**src/logic/vec_place_pkg.sv**
```systemverilog
// package for reset and interrupt vector placement
// shared by the vector placement module and its bench
package vec_place_pkg;
  localparam int NUM_SRC = 25;
  localparam int PC_W = 13;
  localparam logic [PC_W-1:0] RESET_BASE = 13'h0000;
  localparam logic [PC_W-1:0] IRQ_BASE_FIRST = 13'h0001;
  localparam logic [PC_W-1:0] BOOT_START_DEF = 13'h0C00;
  localparam logic [4:0] WDT_SRC_IDX = 5'h05;
  localparam logic [4:0] SRC_NONE = 5'h1F;

  // zero-based source indices, bit i of the request word
  localparam logic [4:0] SRC_EXT_IRQ_ZERO = 5'h00;
  localparam logic [4:0] SRC_EXT_IRQ_ONE = 5'h01;
  localparam logic [4:0] SRC_PIN_CHANGE_REQ_ZERO = 5'h02;
  localparam logic [4:0] SRC_PIN_CHANGE_REQ_ONE = 5'h03;
  localparam logic [4:0] SRC_PIN_CHANGE_REQ_TWO = 5'h04;
  localparam logic [4:0] SRC_TMR2_CMP_A = 5'h06;
  localparam logic [4:0] SRC_TMR2_CMP_B = 5'h07;
  localparam logic [4:0] SRC_TMR2_OVF = 5'h08;
  localparam logic [4:0] SRC_TMR1_CAPTURE = 5'h09;
  localparam logic [4:0] SRC_TMR1_CMP_A = 5'h0A;
  localparam logic [4:0] SRC_TMR1_CMP_B = 5'h0B;
  localparam logic [4:0] SRC_TMR1_OVF = 5'h0C;
  localparam logic [4:0] SRC_TMR0_CMP_A = 5'h0D;
  localparam logic [4:0] SRC_TMR0_CMP_B = 5'h0E;
  localparam logic [4:0] SRC_TMR0_OVF = 5'h0F;
  localparam logic [4:0] SRC_SPI_DONE = 5'h10;
  localparam logic [4:0] SRC_USART_RX_DONE = 5'h11;
  localparam logic [4:0] SRC_TX_BUFFER_EMPTY = 5'h12;
  localparam logic [4:0] SRC_USART_TX_DONE = 5'h13;
  localparam logic [4:0] SRC_ADC_DONE = 5'h14;
  localparam logic [4:0] SRC_EEPROM_WRITE_DONE = 5'h15;
  localparam logic [4:0] SRC_ANALOG_COMP = 5'h16;
  localparam logic [4:0] SRC_TWO_WIRE_SERIAL_UNIT = 5'h17;
  localparam logic [4:0] SRC_SELF_PROGRAM_STORE_DONE = 5'h18;

  // base-table addresses, one word spacing
  localparam logic [PC_W-1:0] BASE_EXT_IRQ_ZERO = IRQ_BASE_FIRST;
  localparam logic [PC_W-1:0] BASE_EXT_IRQ_ONE = 13'h0002;
  localparam logic [PC_W-1:0] BASE_PIN_CHANGE_REQ_ZERO = 13'h0003;
  localparam logic [PC_W-1:0] BASE_PIN_CHANGE_REQ_ONE = 13'h0004;
  localparam logic [PC_W-1:0] BASE_PIN_CHANGE_REQ_TWO = 13'h0005;
  localparam logic [PC_W-1:0] BASE_WDT = 13'h0006;
  localparam logic [PC_W-1:0] BASE_TMR2_CMP_A = 13'h0007;
  localparam logic [PC_W-1:0] BASE_TMR2_CMP_B = 13'h0008;
  localparam logic [PC_W-1:0] BASE_TMR2_OVF = 13'h0009;
  localparam logic [PC_W-1:0] BASE_TMR1_CAPTURE = 13'h000A;
  localparam logic [PC_W-1:0] BASE_TMR1_CMP_A = 13'h000B;
  localparam logic [PC_W-1:0] BASE_TMR1_CMP_B = 13'h000C;
  localparam logic [PC_W-1:0] BASE_TMR1_OVF = 13'h000D;
  localparam logic [PC_W-1:0] BASE_TMR0_CMP_A = 13'h000E;
  localparam logic [PC_W-1:0] BASE_TMR0_CMP_B = 13'h000F;
  localparam logic [PC_W-1:0] BASE_TMR0_OVF = 13'h0010;
  localparam logic [PC_W-1:0] BASE_SPI_DONE = 13'h0011;
  localparam logic [PC_W-1:0] BASE_USART_RX_DONE = 13'h0012;
  localparam logic [PC_W-1:0] BASE_TX_BUFFER_EMPTY = 13'h0013;
  localparam logic [PC_W-1:0] BASE_USART_TX_DONE = 13'h0014;
  localparam logic [PC_W-1:0] BASE_ADC_DONE = 13'h0015;
  localparam logic [PC_W-1:0] BASE_EEPROM_WRITE_DONE = 13'h0016;
  localparam logic [PC_W-1:0] BASE_ANALOG_COMP = 13'h0017;
  localparam logic [PC_W-1:0] BASE_TWO_WIRE_SERIAL_UNIT = 13'h0018;
  localparam logic [PC_W-1:0] BASE_SELF_PROGRAM_STORE_DONE = 13'h0019;

  typedef struct packed {
    logic valid;
    logic [PC_W-1:0] addr;
    logic [4:0] vector_no;
  } vec_req_t;

  typedef struct packed {
    logic watchdog_int_flag;
    logic watchdog_int_enable;
  } wdt_bits_t;
endpackage

```
**src/logic/reset_irq_vector_placement.sv**
```systemverilog
// reset and interrupt vector address generator
// assumes the core pulses i_take when it accepts o_vec and fetches from it
//
// Functional notes
// - slot spacing one or two words per variant
// - fuse zero gives boot reset address only from the first clock after reset
// - table select adds boot start to vectors
// - vector one base 0x000 when fuse is one, and for either fuse until the first clock after reset
// - external irq zero, one at 0x001, 0x002
// - pin change requests at 0x003 to 0x005
// - watchdog time-out vectors to 0x006
// - timer two sources at 0x007 to 0x009
// - timer one sources at 0x00A to 0x00D
// - timer zero sources at 0x00E to 0x010
// - serial peripheral done at 0x011
// - usart sources at 0x012 to 0x014
// - adc to store-done at 0x015 to 0x019
// - vector issued only for enabled pending request
// - taking watchdog vector clears flag unless a time-out comes in the same cycle, and clears enable when reset enable is set
`timescale 1ns/1ps
module reset_irq_vector_placement
  import vec_place_pkg::*;
#(
  parameter int WORDS_PER_SLOT = 1,
  parameter logic [PC_W-1:0] BOOT_START = BOOT_START_DEF
) (
  input wire logic i_sys_clk,
  input wire logic i_rst,
  input wire logic i_boot_reset_select_fuse,
  input wire logic i_vector_table_select,
  input wire logic i_global_int_enable,
  input wire logic [NUM_SRC-1:0] i_irq_req,
  input wire logic [NUM_SRC-1:0] i_irq_en,
  input wire logic i_take,
  input wire logic i_watchdog_timeout,
  input wire logic i_watchdog_int_flag_clear,
  input wire logic i_watchdog_int_enable_set,
  input wire logic i_watchdog_int_enable_clear,
  input wire logic i_watchdog_reset_enable,
  output logic [PC_W-1:0] o_reset_addr,
  output vec_req_t o_vec,
  output logic o_watchdog_int_flag,
  output logic o_watchdog_int_enable
);

  typedef struct packed {
    logic [PC_W-1:0] reset_addr;
    vec_req_t vec;
    wdt_bits_t wdt;
  } state_t;

  state_t cur;
  state_t next_cur;

  // base-table slot of a zero-based source, before spacing
  function automatic logic [PC_W-1:0] base_of(input logic [4:0] idx);
    case (idx)
      // external requests
      SRC_EXT_IRQ_ZERO: begin
        base_of = BASE_EXT_IRQ_ZERO;
      end
      SRC_EXT_IRQ_ONE: begin
        base_of = BASE_EXT_IRQ_ONE;
      end

      // pin change requests
      SRC_PIN_CHANGE_REQ_ZERO: begin
        base_of = BASE_PIN_CHANGE_REQ_ZERO;
      end
      SRC_PIN_CHANGE_REQ_ONE: begin
        base_of = BASE_PIN_CHANGE_REQ_ONE;
      end
      SRC_PIN_CHANGE_REQ_TWO: begin
        base_of = BASE_PIN_CHANGE_REQ_TWO;
      end

      // watchdog time-out
      WDT_SRC_IDX: begin
        base_of = BASE_WDT;
      end

      // timer two
      SRC_TMR2_CMP_A: begin
        base_of = BASE_TMR2_CMP_A;
      end
      SRC_TMR2_CMP_B: begin
        base_of = BASE_TMR2_CMP_B;
      end
      SRC_TMR2_OVF: begin
        base_of = BASE_TMR2_OVF;
      end

      // timer one
      SRC_TMR1_CAPTURE: begin
        base_of = BASE_TMR1_CAPTURE;
      end
      SRC_TMR1_CMP_A: begin
        base_of = BASE_TMR1_CMP_A;
      end
      SRC_TMR1_CMP_B: begin
        base_of = BASE_TMR1_CMP_B;
      end
      SRC_TMR1_OVF: begin
        base_of = BASE_TMR1_OVF;
      end

      // timer zero
      SRC_TMR0_CMP_A: begin
        base_of = BASE_TMR0_CMP_A;
      end
      SRC_TMR0_CMP_B: begin
        base_of = BASE_TMR0_CMP_B;
      end
      SRC_TMR0_OVF: begin
        base_of = BASE_TMR0_OVF;
      end

      // serial peripheral
      SRC_SPI_DONE: begin
        base_of = BASE_SPI_DONE;
      end

      // usart
      SRC_USART_RX_DONE: begin
        base_of = BASE_USART_RX_DONE;
      end
      SRC_TX_BUFFER_EMPTY: begin
        base_of = BASE_TX_BUFFER_EMPTY;
      end
      SRC_USART_TX_DONE: begin
        base_of = BASE_USART_TX_DONE;
      end

      // converter, eeprom, comparator, two-wire, store
      SRC_ADC_DONE: begin
        base_of = BASE_ADC_DONE;
      end
      SRC_EEPROM_WRITE_DONE: begin
        base_of = BASE_EEPROM_WRITE_DONE;
      end
      SRC_ANALOG_COMP: begin
        base_of = BASE_ANALOG_COMP;
      end
      SRC_TWO_WIRE_SERIAL_UNIT: begin
        base_of = BASE_TWO_WIRE_SERIAL_UNIT;
      end
      SRC_SELF_PROGRAM_STORE_DONE: begin
        base_of = BASE_SELF_PROGRAM_STORE_DONE;
      end
      default: begin
        base_of = '0;
      end
    endcase
  endfunction

  // first pending source in vector order
  function automatic logic [4:0] lowest_pending(input logic [NUM_SRC-1:0] p);
    if (p[SRC_EXT_IRQ_ZERO]) begin
      lowest_pending = SRC_EXT_IRQ_ZERO;
    end else if (p[SRC_EXT_IRQ_ONE]) begin
      lowest_pending = SRC_EXT_IRQ_ONE;
    end else if (p[SRC_PIN_CHANGE_REQ_ZERO]) begin
      lowest_pending = SRC_PIN_CHANGE_REQ_ZERO;
    end else if (p[SRC_PIN_CHANGE_REQ_ONE]) begin
      lowest_pending = SRC_PIN_CHANGE_REQ_ONE;
    end else if (p[SRC_PIN_CHANGE_REQ_TWO]) begin
      lowest_pending = SRC_PIN_CHANGE_REQ_TWO;
    end else if (p[WDT_SRC_IDX]) begin
      lowest_pending = WDT_SRC_IDX;
    end else if (p[SRC_TMR2_CMP_A]) begin
      lowest_pending = SRC_TMR2_CMP_A;
    end else if (p[SRC_TMR2_CMP_B]) begin
      lowest_pending = SRC_TMR2_CMP_B;
    end else if (p[SRC_TMR2_OVF]) begin
      lowest_pending = SRC_TMR2_OVF;
    end else if (p[SRC_TMR1_CAPTURE]) begin
      lowest_pending = SRC_TMR1_CAPTURE;
    end else if (p[SRC_TMR1_CMP_A]) begin
      lowest_pending = SRC_TMR1_CMP_A;
    end else if (p[SRC_TMR1_CMP_B]) begin
      lowest_pending = SRC_TMR1_CMP_B;
    end else if (p[SRC_TMR1_OVF]) begin
      lowest_pending = SRC_TMR1_OVF;
    end else if (p[SRC_TMR0_CMP_A]) begin
      lowest_pending = SRC_TMR0_CMP_A;
    end else if (p[SRC_TMR0_CMP_B]) begin
      lowest_pending = SRC_TMR0_CMP_B;
    end else if (p[SRC_TMR0_OVF]) begin
      lowest_pending = SRC_TMR0_OVF;
    end else if (p[SRC_SPI_DONE]) begin
      lowest_pending = SRC_SPI_DONE;
    end else if (p[SRC_USART_RX_DONE]) begin
      lowest_pending = SRC_USART_RX_DONE;
    end else if (p[SRC_TX_BUFFER_EMPTY]) begin
      lowest_pending = SRC_TX_BUFFER_EMPTY;
    end else if (p[SRC_USART_TX_DONE]) begin
      lowest_pending = SRC_USART_TX_DONE;
    end else if (p[SRC_ADC_DONE]) begin
      lowest_pending = SRC_ADC_DONE;
    end else if (p[SRC_EEPROM_WRITE_DONE]) begin
      lowest_pending = SRC_EEPROM_WRITE_DONE;
    end else if (p[SRC_ANALOG_COMP]) begin
      lowest_pending = SRC_ANALOG_COMP;
    end else if (p[SRC_TWO_WIRE_SERIAL_UNIT]) begin
      lowest_pending = SRC_TWO_WIRE_SERIAL_UNIT;
    end else if (p[SRC_SELF_PROGRAM_STORE_DONE]) begin
      lowest_pending = SRC_SELF_PROGRAM_STORE_DONE;
    end else begin
      lowest_pending = SRC_NONE;
    end
  endfunction

  // slot address for a zero-based source index
  function automatic logic [PC_W-1:0] slot_addr(input logic [4:0] idx,
                                                 input logic sel);
    logic [PC_W-1:0] base;
    base = PC_W'(32'(base_of(idx)) * WORDS_PER_SLOT);
    slot_addr = sel ? PC_W'(base + BOOT_START) : base;
  endfunction

  logic [NUM_SRC-1:0] req_en;
  logic [NUM_SRC-1:0] pending;
  logic [4:0] winner;

  always_comb begin
    req_en = i_irq_req & i_irq_en;
    pending = '0;
    pending[SRC_EXT_IRQ_ZERO] = req_en[SRC_EXT_IRQ_ZERO];
    pending[SRC_EXT_IRQ_ONE] = req_en[SRC_EXT_IRQ_ONE];

    pending[SRC_PIN_CHANGE_REQ_ZERO] = req_en[SRC_PIN_CHANGE_REQ_ZERO];
    pending[SRC_PIN_CHANGE_REQ_ONE] = req_en[SRC_PIN_CHANGE_REQ_ONE];
    pending[SRC_PIN_CHANGE_REQ_TWO] = req_en[SRC_PIN_CHANGE_REQ_TWO];

    // watchdog request comes from its own flag, not the request word
    pending[WDT_SRC_IDX] = cur.wdt.watchdog_int_flag & cur.wdt.watchdog_int_enable;

    pending[SRC_TMR2_CMP_A] = req_en[SRC_TMR2_CMP_A];
    pending[SRC_TMR2_CMP_B] = req_en[SRC_TMR2_CMP_B];
    pending[SRC_TMR2_OVF] = req_en[SRC_TMR2_OVF];

    pending[SRC_TMR1_CAPTURE] = req_en[SRC_TMR1_CAPTURE];
    pending[SRC_TMR1_CMP_A] = req_en[SRC_TMR1_CMP_A];
    pending[SRC_TMR1_CMP_B] = req_en[SRC_TMR1_CMP_B];
    pending[SRC_TMR1_OVF] = req_en[SRC_TMR1_OVF];

    pending[SRC_TMR0_CMP_A] = req_en[SRC_TMR0_CMP_A];
    pending[SRC_TMR0_CMP_B] = req_en[SRC_TMR0_CMP_B];
    pending[SRC_TMR0_OVF] = req_en[SRC_TMR0_OVF];

    pending[SRC_SPI_DONE] = req_en[SRC_SPI_DONE];

    pending[SRC_USART_RX_DONE] = req_en[SRC_USART_RX_DONE];
    pending[SRC_TX_BUFFER_EMPTY] = req_en[SRC_TX_BUFFER_EMPTY];
    pending[SRC_USART_TX_DONE] = req_en[SRC_USART_TX_DONE];

    pending[SRC_ADC_DONE] = req_en[SRC_ADC_DONE];
    pending[SRC_EEPROM_WRITE_DONE] = req_en[SRC_EEPROM_WRITE_DONE];
    pending[SRC_ANALOG_COMP] = req_en[SRC_ANALOG_COMP];
    pending[SRC_TWO_WIRE_SERIAL_UNIT] = req_en[SRC_TWO_WIRE_SERIAL_UNIT];
    pending[SRC_SELF_PROGRAM_STORE_DONE] = req_en[SRC_SELF_PROGRAM_STORE_DONE];
    if (!i_global_int_enable) begin
      pending = '0;
    end
    winner = lowest_pending(pending);
  end

  always_comb begin
    next_cur = cur;
    next_cur.reset_addr = i_boot_reset_select_fuse ? RESET_BASE : BOOT_START;
    next_cur.vec.valid = (winner != SRC_NONE) && !i_take;
    next_cur.vec.vector_no = (winner == SRC_NONE) ? 5'h00 : 5'(winner + 5'h02);
    next_cur.vec.addr = (winner == SRC_NONE) ? '0 : slot_addr(winner, i_vector_table_select);
    if (i_watchdog_int_flag_clear) begin
      next_cur.wdt.watchdog_int_flag = 1'b0;
    end
    if (i_watchdog_int_enable_clear) begin
      next_cur.wdt.watchdog_int_enable = 1'b0;
    end
    if (i_watchdog_int_enable_set) begin
      next_cur.wdt.watchdog_int_enable = 1'b1;
    end
    if (i_take && cur.vec.valid && cur.vec.vector_no == 5'(WDT_SRC_IDX + 5'h02)) begin
      next_cur.wdt.watchdog_int_flag = 1'b0;
      if (i_watchdog_reset_enable) begin
        next_cur.wdt.watchdog_int_enable = 1'b0;
      end
    end
    if (i_watchdog_timeout) begin
      next_cur.wdt.watchdog_int_flag = 1'b1;
    end
  end

  always_ff @(posedge i_sys_clk) begin
    if (i_rst) begin
      cur <= '0;
      cur.reset_addr <= RESET_BASE;
    end else begin
      cur <= next_cur;
    end
  end

  always_comb begin
    o_reset_addr = cur.reset_addr;
    o_vec = cur.vec;
    o_watchdog_int_flag = cur.wdt.watchdog_int_flag;
    o_watchdog_int_enable = cur.wdt.watchdog_int_enable;
  end

endmodule

```
**config.mk**
```make
export PLATFORM = sky130hd
export DESIGN_NAME = reset_irq_vector_placement
export DESIGN_NICKNAME = d
export VERILOG_FILES = /design/src/logic/vec_place_pkg.sv /design/src/logic/reset_irq_vector_placement.sv
export SDC_FILE = /design/constraint.sdc
export NUM_CORES = 1
export LEC_CHECK = 0
export BUFFER_PORTS_ARGS = -buffer_cell sky130_fd_sc_hd__buf_2
export CAP_MARGIN = 5
export CORE_AREA = 2 2 58 65
export DETAILED_ROUTE_END_ITERATION = 6
export DIE_AREA = 0 0 60 67
export PLACE_DENSITY = 0.77
export SLEW_MARGIN = 40
export SYNTH_ARGS = -nofsm -noshare
export SYNTH_HDL_FRONTEND = slang
export SYNTH_SLANG_ARGS = --single-unit
```
**constraint.sdc**
```tcl
create_clock -name i_sys_clk -period 2.8 [get_ports i_sys_clk]
set_clock_uncertainty 0.2 [all_clocks]
set_input_delay 0.14 -clock i_sys_clk [delete_from_list [all_inputs] [get_ports i_sys_clk]]
set_output_delay 0.14 -clock i_sys_clk [all_outputs]
set_load 0.01 [all_outputs]
```
==> impl_metrics.tcl, run 1 <==
set metrics [dict create \
    path_clk_slew_ns 0.09 \
    io_pins 95 \
    r2r_slack_ns 0.40 \
    worst-setup-path-type "flip-flop to flip-flop" \
    fmax_mhz 416 \
    overflow 0 \
    yosysSeqAreaShare_pct 23.4 \
    grt_pass1_wl_um 5090 \
    routedWlPerCell_um 11.5 \
    grt_pass1_vias 1288 \
    die_w_um 60 \
    synth_area_leaders "dfxtp_1 23%, buf_4 11%, a22oi_1 5.3%, nand2_1 4.4%, a21oi_1 4.3%" \
    dieArea_um2 4020 \
    cts_setup_buffers 0 \
    coreArea_um2 3330 \
    synth_top_cell_area_share_pct 23.4 \
    finalHoldWorstSlack_ns 0.151 \
    power_mw 0.632 \
    ys_ff_latch 15 \
    cp.required_ns 2.77 \
    peakVddDrop_uv 208 \
    wl_met1_um 1370 \
    finalSetupTns_ns 0 \
    cts_tree "yes" \
    r2r-start "o_vec[2]$_SDFF_PP0_" \
    worstReg2RegEnd "o_watchdog_int_flag$_SDFFE_PP0P_" \
    cts_htree_levels 1 \
    syn_area_per_cell_um2 8.23 \
    cts_root_buf "clkbuf_4" \
    cap_violations 0 \
    synth_edf_count 0 \
    cp_max_fo 2 \
    ant_nets 0 \
    hold_start "i_global_int_enable" \
    first_iter_violations 36 \
    fp-row-count 22 \
    num_vias 1433 \
    vias_per_cell 4.96 \
    yosys.area.top_type "dfxtp_1" \
    r2r_cells 6 \
    routabilityCongestion 0.751 \
    syn_area_um2 1280 \
    fin_crit_sh_pct 85.8 \
    grt_usage_pct 16.2 \
    critPathLaunchType "flip-flop" \
    hold_viol_final 0 \
    dr.pass1.iters 4 \
    initial_core_util_pct 38.5 \
    area_growth_pct 37.3 \
    top_layer "met4" \
    whs_path_depth 4 \
    wl_met2_um 1750 \
    clock_latency_ns 0.28 \
    drive_gt1_share_pct 36.9 \
    drc_errors 0 \
    power_density_nw_per_um2 358 \
    antenna_cells 0 \
    cp-end-kind "flip-flop" \
    drt-total-wl_um 3320 \
    yosysMostFrequentCell "buf_4" \
    cp.arrival_ns 2.37 \
    antenna_found_initial 0 \
    whs_endpoint "o_vec[6]$_SDFF_PP0_" \
    period_needed_ns 2.40 \
    syn-instance-count 156 \
    wl_met3_um 179 \
    yosysUniqueCellTypes 47 \
    synthArstFlopShare_pct 0 \
    nFillCells 325 \
    cts_buffers 3 \
    synth-main-ff-cell "dfxtp_1" \
    setup_viol 0 \
    rsz0062_at_grt "false" \
    ys_warn_count 0 \
    hp-class "input port to flip-flop" \
    p_leak_nw 0.886 \
    die_y_um 67 \
    clock_sinks 15 \
    final_max_slew_viol_count 0 \
    dp_hpwl_um 2540 \
    status "finished clean" \
    final_nets 307 \
    netlist_top_cells_count "19 x buf_4, 15 x dfxtp_1, 15 x nand2_1, 11 x a21oi_1, 10 x nor2_1" \
    grt_max_degree 15 \
    portBuffers 75 \
    clk_path_buf_depth 2 \
]
kinds of logic after synthesis:
family,share of synthesized area (%)
AOI/OAI and AO/OA,37.8
and+or+nand+nor,20.4
buffers and inverters,13.5
DFF,23.4
adders and majority gates,3.90
xor gates and xnor gates,0.682
other,0.292
state kept, by name (all words and copies together), names as in the netlist:
signal and cells:
o_reset_addr 1, o_vec 12, o_watchdog_int_enable 1, o_watchdog_int_flag 1
metal layers:
metal  vias to the layer above  track usage [%]
met1                       651             16.6
met3                         2             2.72
met4                         0             3.61
met5                         -                0
met2                        52             32.6
li1                        728                -
cell usage in the layout, fill, tap and decap left out, types with 2 or more instances in the layout:
master and instances:
nor2_1 10, a21oi_1 11, inv_1 5, dfxtp_1 15, a311oi_1 2, a22o_1 4
nand2_1 15, a31oi_1 2, a22oi_1 9, dlygate4sd3_1 10, a31o_2 2, clkbuf_4 3
ha_1 4, and2_1 5, conb_1 17, a21o_1 2, nand2b_1 4, o21a_1 2
a32oi_1 5, nand3b_1 2, buf_2 75, a22o_4 2, and3_1 2, o21ai_0 5
nand3_1 4
report_power, final:
group / switching [mW] / total [mW] / leakage [nW] / internal (mW)
combinational: 0.141 / 0.268 / 0.743 / 0.128
sequential: 0.00869 / 0.244 / 0.125 / 0.235
clock: 0.0661 / 0.119 / 0.0177 / 0.0530
total: 0.215 / 0.632 / 0.886 / 0.416
critical path, cell delays in order, from the launching register on:
cell and delay, ns:
dfxtp_1 0.34, nor4bb_1 0.34, nand2_1 0.09, a31oi_1 0.17, dlygate4sd3_1 0.57, nor2_1 0.04
dlygate4sd3_1 0.55
metrics by stage:
step / worst slack [ns] / cell area [um^2] / utilization [%] / std cells
floorplan: 0.555 / 1340 / - / 172
global placement: 0.435 / 1640 / 49.1 / 275
detailed placement: 0.402 / 1640 / 49.1 / 275
CTS: 0.398 / 1760 / 52.9 / 289
global route: 0.225 / 1760 / 52.9 / 289
finish: 0.399 / 1760 / 52.9 / 289
area by class of cell:
| class | instances | area (um^2) | share of cell area, % |
|---|---|---|---|
| Clock inverter | 1 | 5.00 | 0.284 |
| Multi-Input combinational cell | 130 | 870 | 49.3 |
| Sequential cell | 15 | 300 | 17.0 |
| Clock buffer | 3 | 22.5 | 1.28 |
| Tap cell | 48 | 60.1 | 3.41 |
| Timing Repair Buffer | 86 | 483 | 27.4 |
| Inverter | 6 | 22.5 | 1.28 |
repair_timing:
item | CTS | global route
setup endpoints to repair | 0 | 0
resized for setup | 0 | 0
hold endpoints to repair | 7 | 0
hold buffers | 10 | 0
worst max-delay path by stage:
| stage | from | endpoint | cells after the start |
|---|---|---|---|
| 2_1_floorplan | o_watchdog_int_enable$_SDFF_PP0_ | o_vec[4]$_SDFF_PP0_ | 7 |
| 3_3_place_gp | i_global_int_enable | o_vec[4]$_SDFF_PP0_ | 9 |
| 3_5_place_dp | i_global_int_enable | o_vec[4]$_SDFF_PP0_ | 9 |
| 4_1_cts | o_vec[2]$_SDFF_PP0_ | o_watchdog_int_flag$_SDFFE_PP0P_ | 6 |
| 5_1_grt | o_vec[2]$_SDFF_PP0_ | o_watchdog_int_flag$_SDFFE_PP0P_ | 6 |
| 6_report | o_vec[2]$_SDFF_PP0_ | o_watchdog_int_flag$_SDFFE_PP0P_ | 6 |
(Power assumes the default switching activity.)
==> run 2: changes to the inputs <==
Clock period 2.8 ns to 2.7 ns, I/O delays scaled along.
==> impl_metrics.tcl, run 2 (synthesis results as in run 1) <==
set metrics [dict create \
    cp.arrival_ns 2.39 \
    routedWlPerCell_um 11.3 \
    ant_nets 0 \
    nFillCells 323 \
    portBuffers 75 \
    clock_latency_ns 0.28 \
    period_needed_ns 2.41 \
    die_y_um 67 \
    fin_cells 289 \
    routabilityCongestion 0.765 \
    drc_errors 0 \
    coreArea_um2 3330 \
    cap_violations 0 \
    clk_path_buf_depth 2 \
    num_vias 1431 \
    grt_usage_pct 16.0 \
    area_growth_pct 37.3 \
    peakVddDrop_uv 194 \
    final_max_slew_viol_count 0 \
    cp.required_ns 2.68 \
    fin_crit_sh_pct 89.2 \
    placed_area_um2 1640 \
    final_nets 307 \
    finalSetupTns_ns 0 \
    layout_common_cells "75 x buf_2, 17 x conb_1, 15 x nand2_1, 15 x dfxtp_1, 11 x a21oi_1" \
    overflow 0 \
    grt_max_degree 15 \
    antenna_cells 0 \
    die_w_um 60 \
    cts_buffers 3 \
    drive_gt1_share_pct 36.9 \
    placedCellCount 275 \
    power_density_nw_per_um2 373 \
    vias_per_cell 4.95 \
    grt_pass1_wl_um 5020 \
    clock_sinks 15 \
    layout_commonest_cell "buf_2" \
    intPower_mw 0.432 \
    p_leak_nw 0.886 \
    first_iter_violations 42 \
    initial_core_util_pct 38.5 \
    cts_setup_buffers 0 \
    cts_root_buf "clkbuf_4" \
    rsz0062_at_grt "false" \
    worst-setup-path-type "flip-flop to flip-flop" \
    grt_pass1_vias 1284 \
    fp-row-count 22 \
    largest_register_ffs 12 \
    dr.pass1.iters 4 \
    antenna_found_initial 0 \
    cts_htree_levels 1 \
    cp_max_fo 2 \
    dieArea_um2 4020 \
    dp_hpwl_um 2600 \
    p_clk_share_pct 19.2 \
    status "finished clean" \
    cp-end-kind "flip-flop" \
    hold_viol_final 0 \
    fmax_mhz 415 \
    swShare_pct 34.3 \
    path_clk_slew_ns 0.09 \
    total_switching_power_mw 0.225 \
    io_pins 95 \
    cts_tree "yes" \
    hp-class "input port to flip-flop" \
    drt-total-wl_um 3270 \
    setup_viol 0 \
    p_seq_share_pct 38.5 \
    critPathLaunchType "flip-flop" \
    p_comb_share_pct 42.3 \
    final_area_um2 1760 \
]
[run 2: cell counts in the layout (fill, tap and decap cells not counted)]
No cell type changed its count.
[run 2: power by group through the flow]
stage | registers [mW] | logic, mW | clock network (mW)
finish | 0.253 | 0.278 | 0.126
global route | 0.256 | 0.309 | 0.144
CTS | 0.254 | 0.279 | 0.129
detailed placement | 0.258 | 0.265 | 0
global placement | 0.258 | 0.261 | 0
floorplan | 0.270 | 0.167 | 0
[run 2: worst paths after layout]
kind                                                        from                               end  slack [ns]  cells past startpoint
worst max-delay path                         o_vec[2]$_SDFF_PP0_  o_watchdog_int_flag$_SDFFE_PP0P_        0.29                      6
worst min-delay path                         i_global_int_enable               o_vec[6]$_SDFF_PP0_        0.15                      4
worst max register to register               o_vec[2]$_SDFF_PP0_  o_watchdog_int_flag$_SDFFE_PP0P_        0.29                      6
worst min register to register  o_watchdog_int_flag$_SDFFE_PP0P_               o_vec[9]$_SDFF_PP0_        0.75                      4
[run 2: layout make-up]
cell class	count	area, um^2	area share, %
inverters	6	22.5	1.28
repair buffers	86	483	27.4
well taps	48	60.1	3.41
multi-input cells	130	870	49.3
flip-flops and latches	15	300	17.0
clock buffers	3	22.5	1.28
clock inverters	1	5.00	0.284
[run 2: what timing repair did]
| item | in CTS | in global routing |
|---|---|---|
| hold endpoints to repair | 7 | 0 |
| hold buffers | 10 | 0 |
| gates resized for setup | 0 | 0 |
[run 2: through the flow]
step | setup slack (ns) | power, mW | hold WS [ns] | util, %
final | 0.291 | 0.657 | 0.148 | 52.9
after global routing | 0.142 | 0.709 | 0.174 | 52.9
after floorplan | 0.455 | 0.437 | 0.00169 | -
after CTS | 0.277 | 0.662 | 0.142 | 52.9
after detailed placement | 0.298 | 0.523 | 0.0895 | 49.1
after global placement | 0.345 | 0.519 | 0.0856 | 49.1
[run 2: layer usage]
metal  GRT usage, %  up-vias  share of wire (%)
met1           16.6      653                 40
met5              0        -                  0
li1               -      727                  -
met4           3.33        0               0.24
met2           32.5       48                 54
met3           2.52        3                5.8
[run 2: worst max-delay path, cell delays in order (launching register included)]
cell	delay, ns
dfxtp_1	0.33
nor4bb_1	0.34
nand2_1	0.10
a31oi_1	0.17
dlygate4sd3_1	0.57
nor2_1	0.04
dlygate4sd3_1	0.55
==> run 3: changes to the inputs <==
Settings changed: GPL_TIMING_DRIVEN set to 0.
==> impl_metrics.tcl, run 3 (synthesis results as in run 1) <==
set metrics [dict create \
    nFillCells 352 \
    cp.arrival_ns 2.30 \
    coreArea_um2 3330 \
    cts_tree "yes" \
    vias_per_cell 4.85 \
    intPower_mw 0.447 \
    p_seq_share_pct 37.9 \
    antenna_cells 0 \
    total_switching_power_mw 0.222 \
    routabilityCongestion 0.809 \
    first_iter_violations 35 \
    fmax_mhz 430 \
    period_needed_ns 2.32 \
    dieArea_um2 4020 \
    antenna_found_initial 0 \
    dp_hpwl_um 2690 \
    p_comb_share_pct 43.8 \
    fp-row-count 22 \
    layout_commonest_cell "buf_2" \
    final_nets 323 \
    final_max_slew_viol_count 0 \
    cp.required_ns 2.67 \
    area_growth_pct 46.2 \
    cp_max_fo 5 \
    die_y_um 67 \
    initial_core_util_pct 38.5 \
    grt_pass1_wl_um 4900 \
    seqCellArea_um2 300 \
    rsz0062_at_grt "false" \
    p_leak_nw 0.968 \
    critPathLaunchType "flip-flop" \
    multi_input_area_um2 876 \
    clk_path_buf_depth 2 \
    crit_path_top_delay_cell "a221oi_2" \
    tightest_slew_ns 0.506 \
    setup_viol 0 \
    swShare_pct 33.2 \
    hp-class "input port to flip-flop" \
    clock_latency_ns 0.28 \
    cp-end-kind "flip-flop" \
    layout_common_cells "75 x buf_2, 19 x buf_4, 17 x conb_1" \
    peakVddDrop_uv 186 \
    die_w_um 60 \
    dr.pass1.iters 4 \
    finalSetupTns_ns 0 \
    path_clk_slew_ns 0.08 \
    clock_sinks 15 \
    max_slew_margin_pct 66.2 \
    portBuffers 74 \
    cap_violations 0 \
    cpPeakStageDelay_ns 0.47 \
    status "finished clean" \
    worst-setup-path-type "flip-flop to flip-flop" \
    drive_gt1_share_pct 41.6 \
    num_vias 1480 \
    fin_crit_sh_pct 86.0 \
    power_mw 0.669 \
    critPathBufInv 0 \
    routedWlPerCell_um 10.8 \
    path_cells "a22oi_1 -> o21ai_0 -> a221oi_2 -> ha_1 -> a31o_4 -> nor2_1 -> a22o_1" \
    cts_htree_levels 1 \
    cts_buffers 3 \
    ant_nets 0 \
    drc_errors 0 \
    grt_pass1_vias 1240 \
    overflow 0 \
    hold_viol_final 0 \
    drt-total-wl_um 3280 \
    grt_usage_pct 15.4 \
    crit_family "compound AO/OA/AOI/OAI gates" \
    cts_root_buf "clkbuf_4" \
    p_clk_share_pct 18.3 \
    power_density_nw_per_um2 357 \
    grt_max_degree 11 \
    io_pins 95 \
    largest_register_ffs 12 \
]
run 3: layout make-up:
| type | count | area share [%] |
|---|---|---|
| inverter | 6 | 1.20 |
| sequential | 15 | 16.0 |
| multi-input combinational | 130 | 46.7 |
| tap | 48 | 3.20 |
| clock buffer | 4 | 1.40 |
| timing repair buffer | 81 | 23.5 |
| buffer | 21 | 8.07 |
run 3: stage by stage:
step	std cells	utilization [%]	instance area [um^2]	worst slack, ns	hold WS, ns
6_report	305	56.3	1880	0.377	0.0682
5_1_grt	305	56.3	1880	0.182	0.0620
4_1_cts	305	56.2	1870	0.124	0.0542
3_5_place_dp	294	53.3	1770	0.114	0.0892
3_3_place_gp	294	53.3	1770	0.101	0.0856
2_1_floorplan	172	-	1340	0.455	0.00169
run 3: worst paths after layout:
path                               startpoint                          endpoint  slack [ns]  depth (start not counted)
min reg2reg  o_watchdog_int_flag$_SDFFE_PP0P_               o_vec[9]$_SDFF_PP0_        0.75                          4
min                                     i_rst  o_watchdog_int_flag$_SDFFE_PP0P_        0.07                          2
max reg2reg  o_watchdog_int_enable$_SDFF_PP0_               o_vec[4]$_SDFF_PP0_        0.38                          7
max          o_watchdog_int_enable$_SDFF_PP0_               o_vec[4]$_SDFF_PP0_        0.38                          7
run 3: worst register-to-register path: stages, from the launching register on:
cell and delay (ns):
dfxtp_1 0.34, a22oi_1 0.31, o21ai_0 0.15, a221oi_2 0.47, ha_1 0.32, a31o_4 0.20, nor2_1 0.05, a22o_1 0.18
run 3: power groups by stage:
stage / sequential, mW / clock, mW / combinational [mW]
after floorplan: 0.270 / 0 / 0.167
after global placement: 0.257 / 0 / 0.280
after CTS: 0.254 / 0.126 / 0.291
after detailed placement: 0.258 / 0 / 0.282
after global routing: 0.256 / 0.136 / 0.324
final: 0.254 / 0.122 / 0.293
run 3: routing by layer:
metal	wire length, um	GRT usage [%]
met3	196	2.52
met2	1720	30.6
met1	1370	16.6
met5	0	0
met4	0	2.50
run 3: timing repair:
| action | in CTS | in global routing |
|---|---|---|
| buffers inserted | 0 | 0 |
| hold buffers | 7 | 0 |
| endpoints found under the setup margin | 0 | 4 |
| hold endpoints to repair | 5 | 0 |
| gates resized for setup | 0 | 1 |
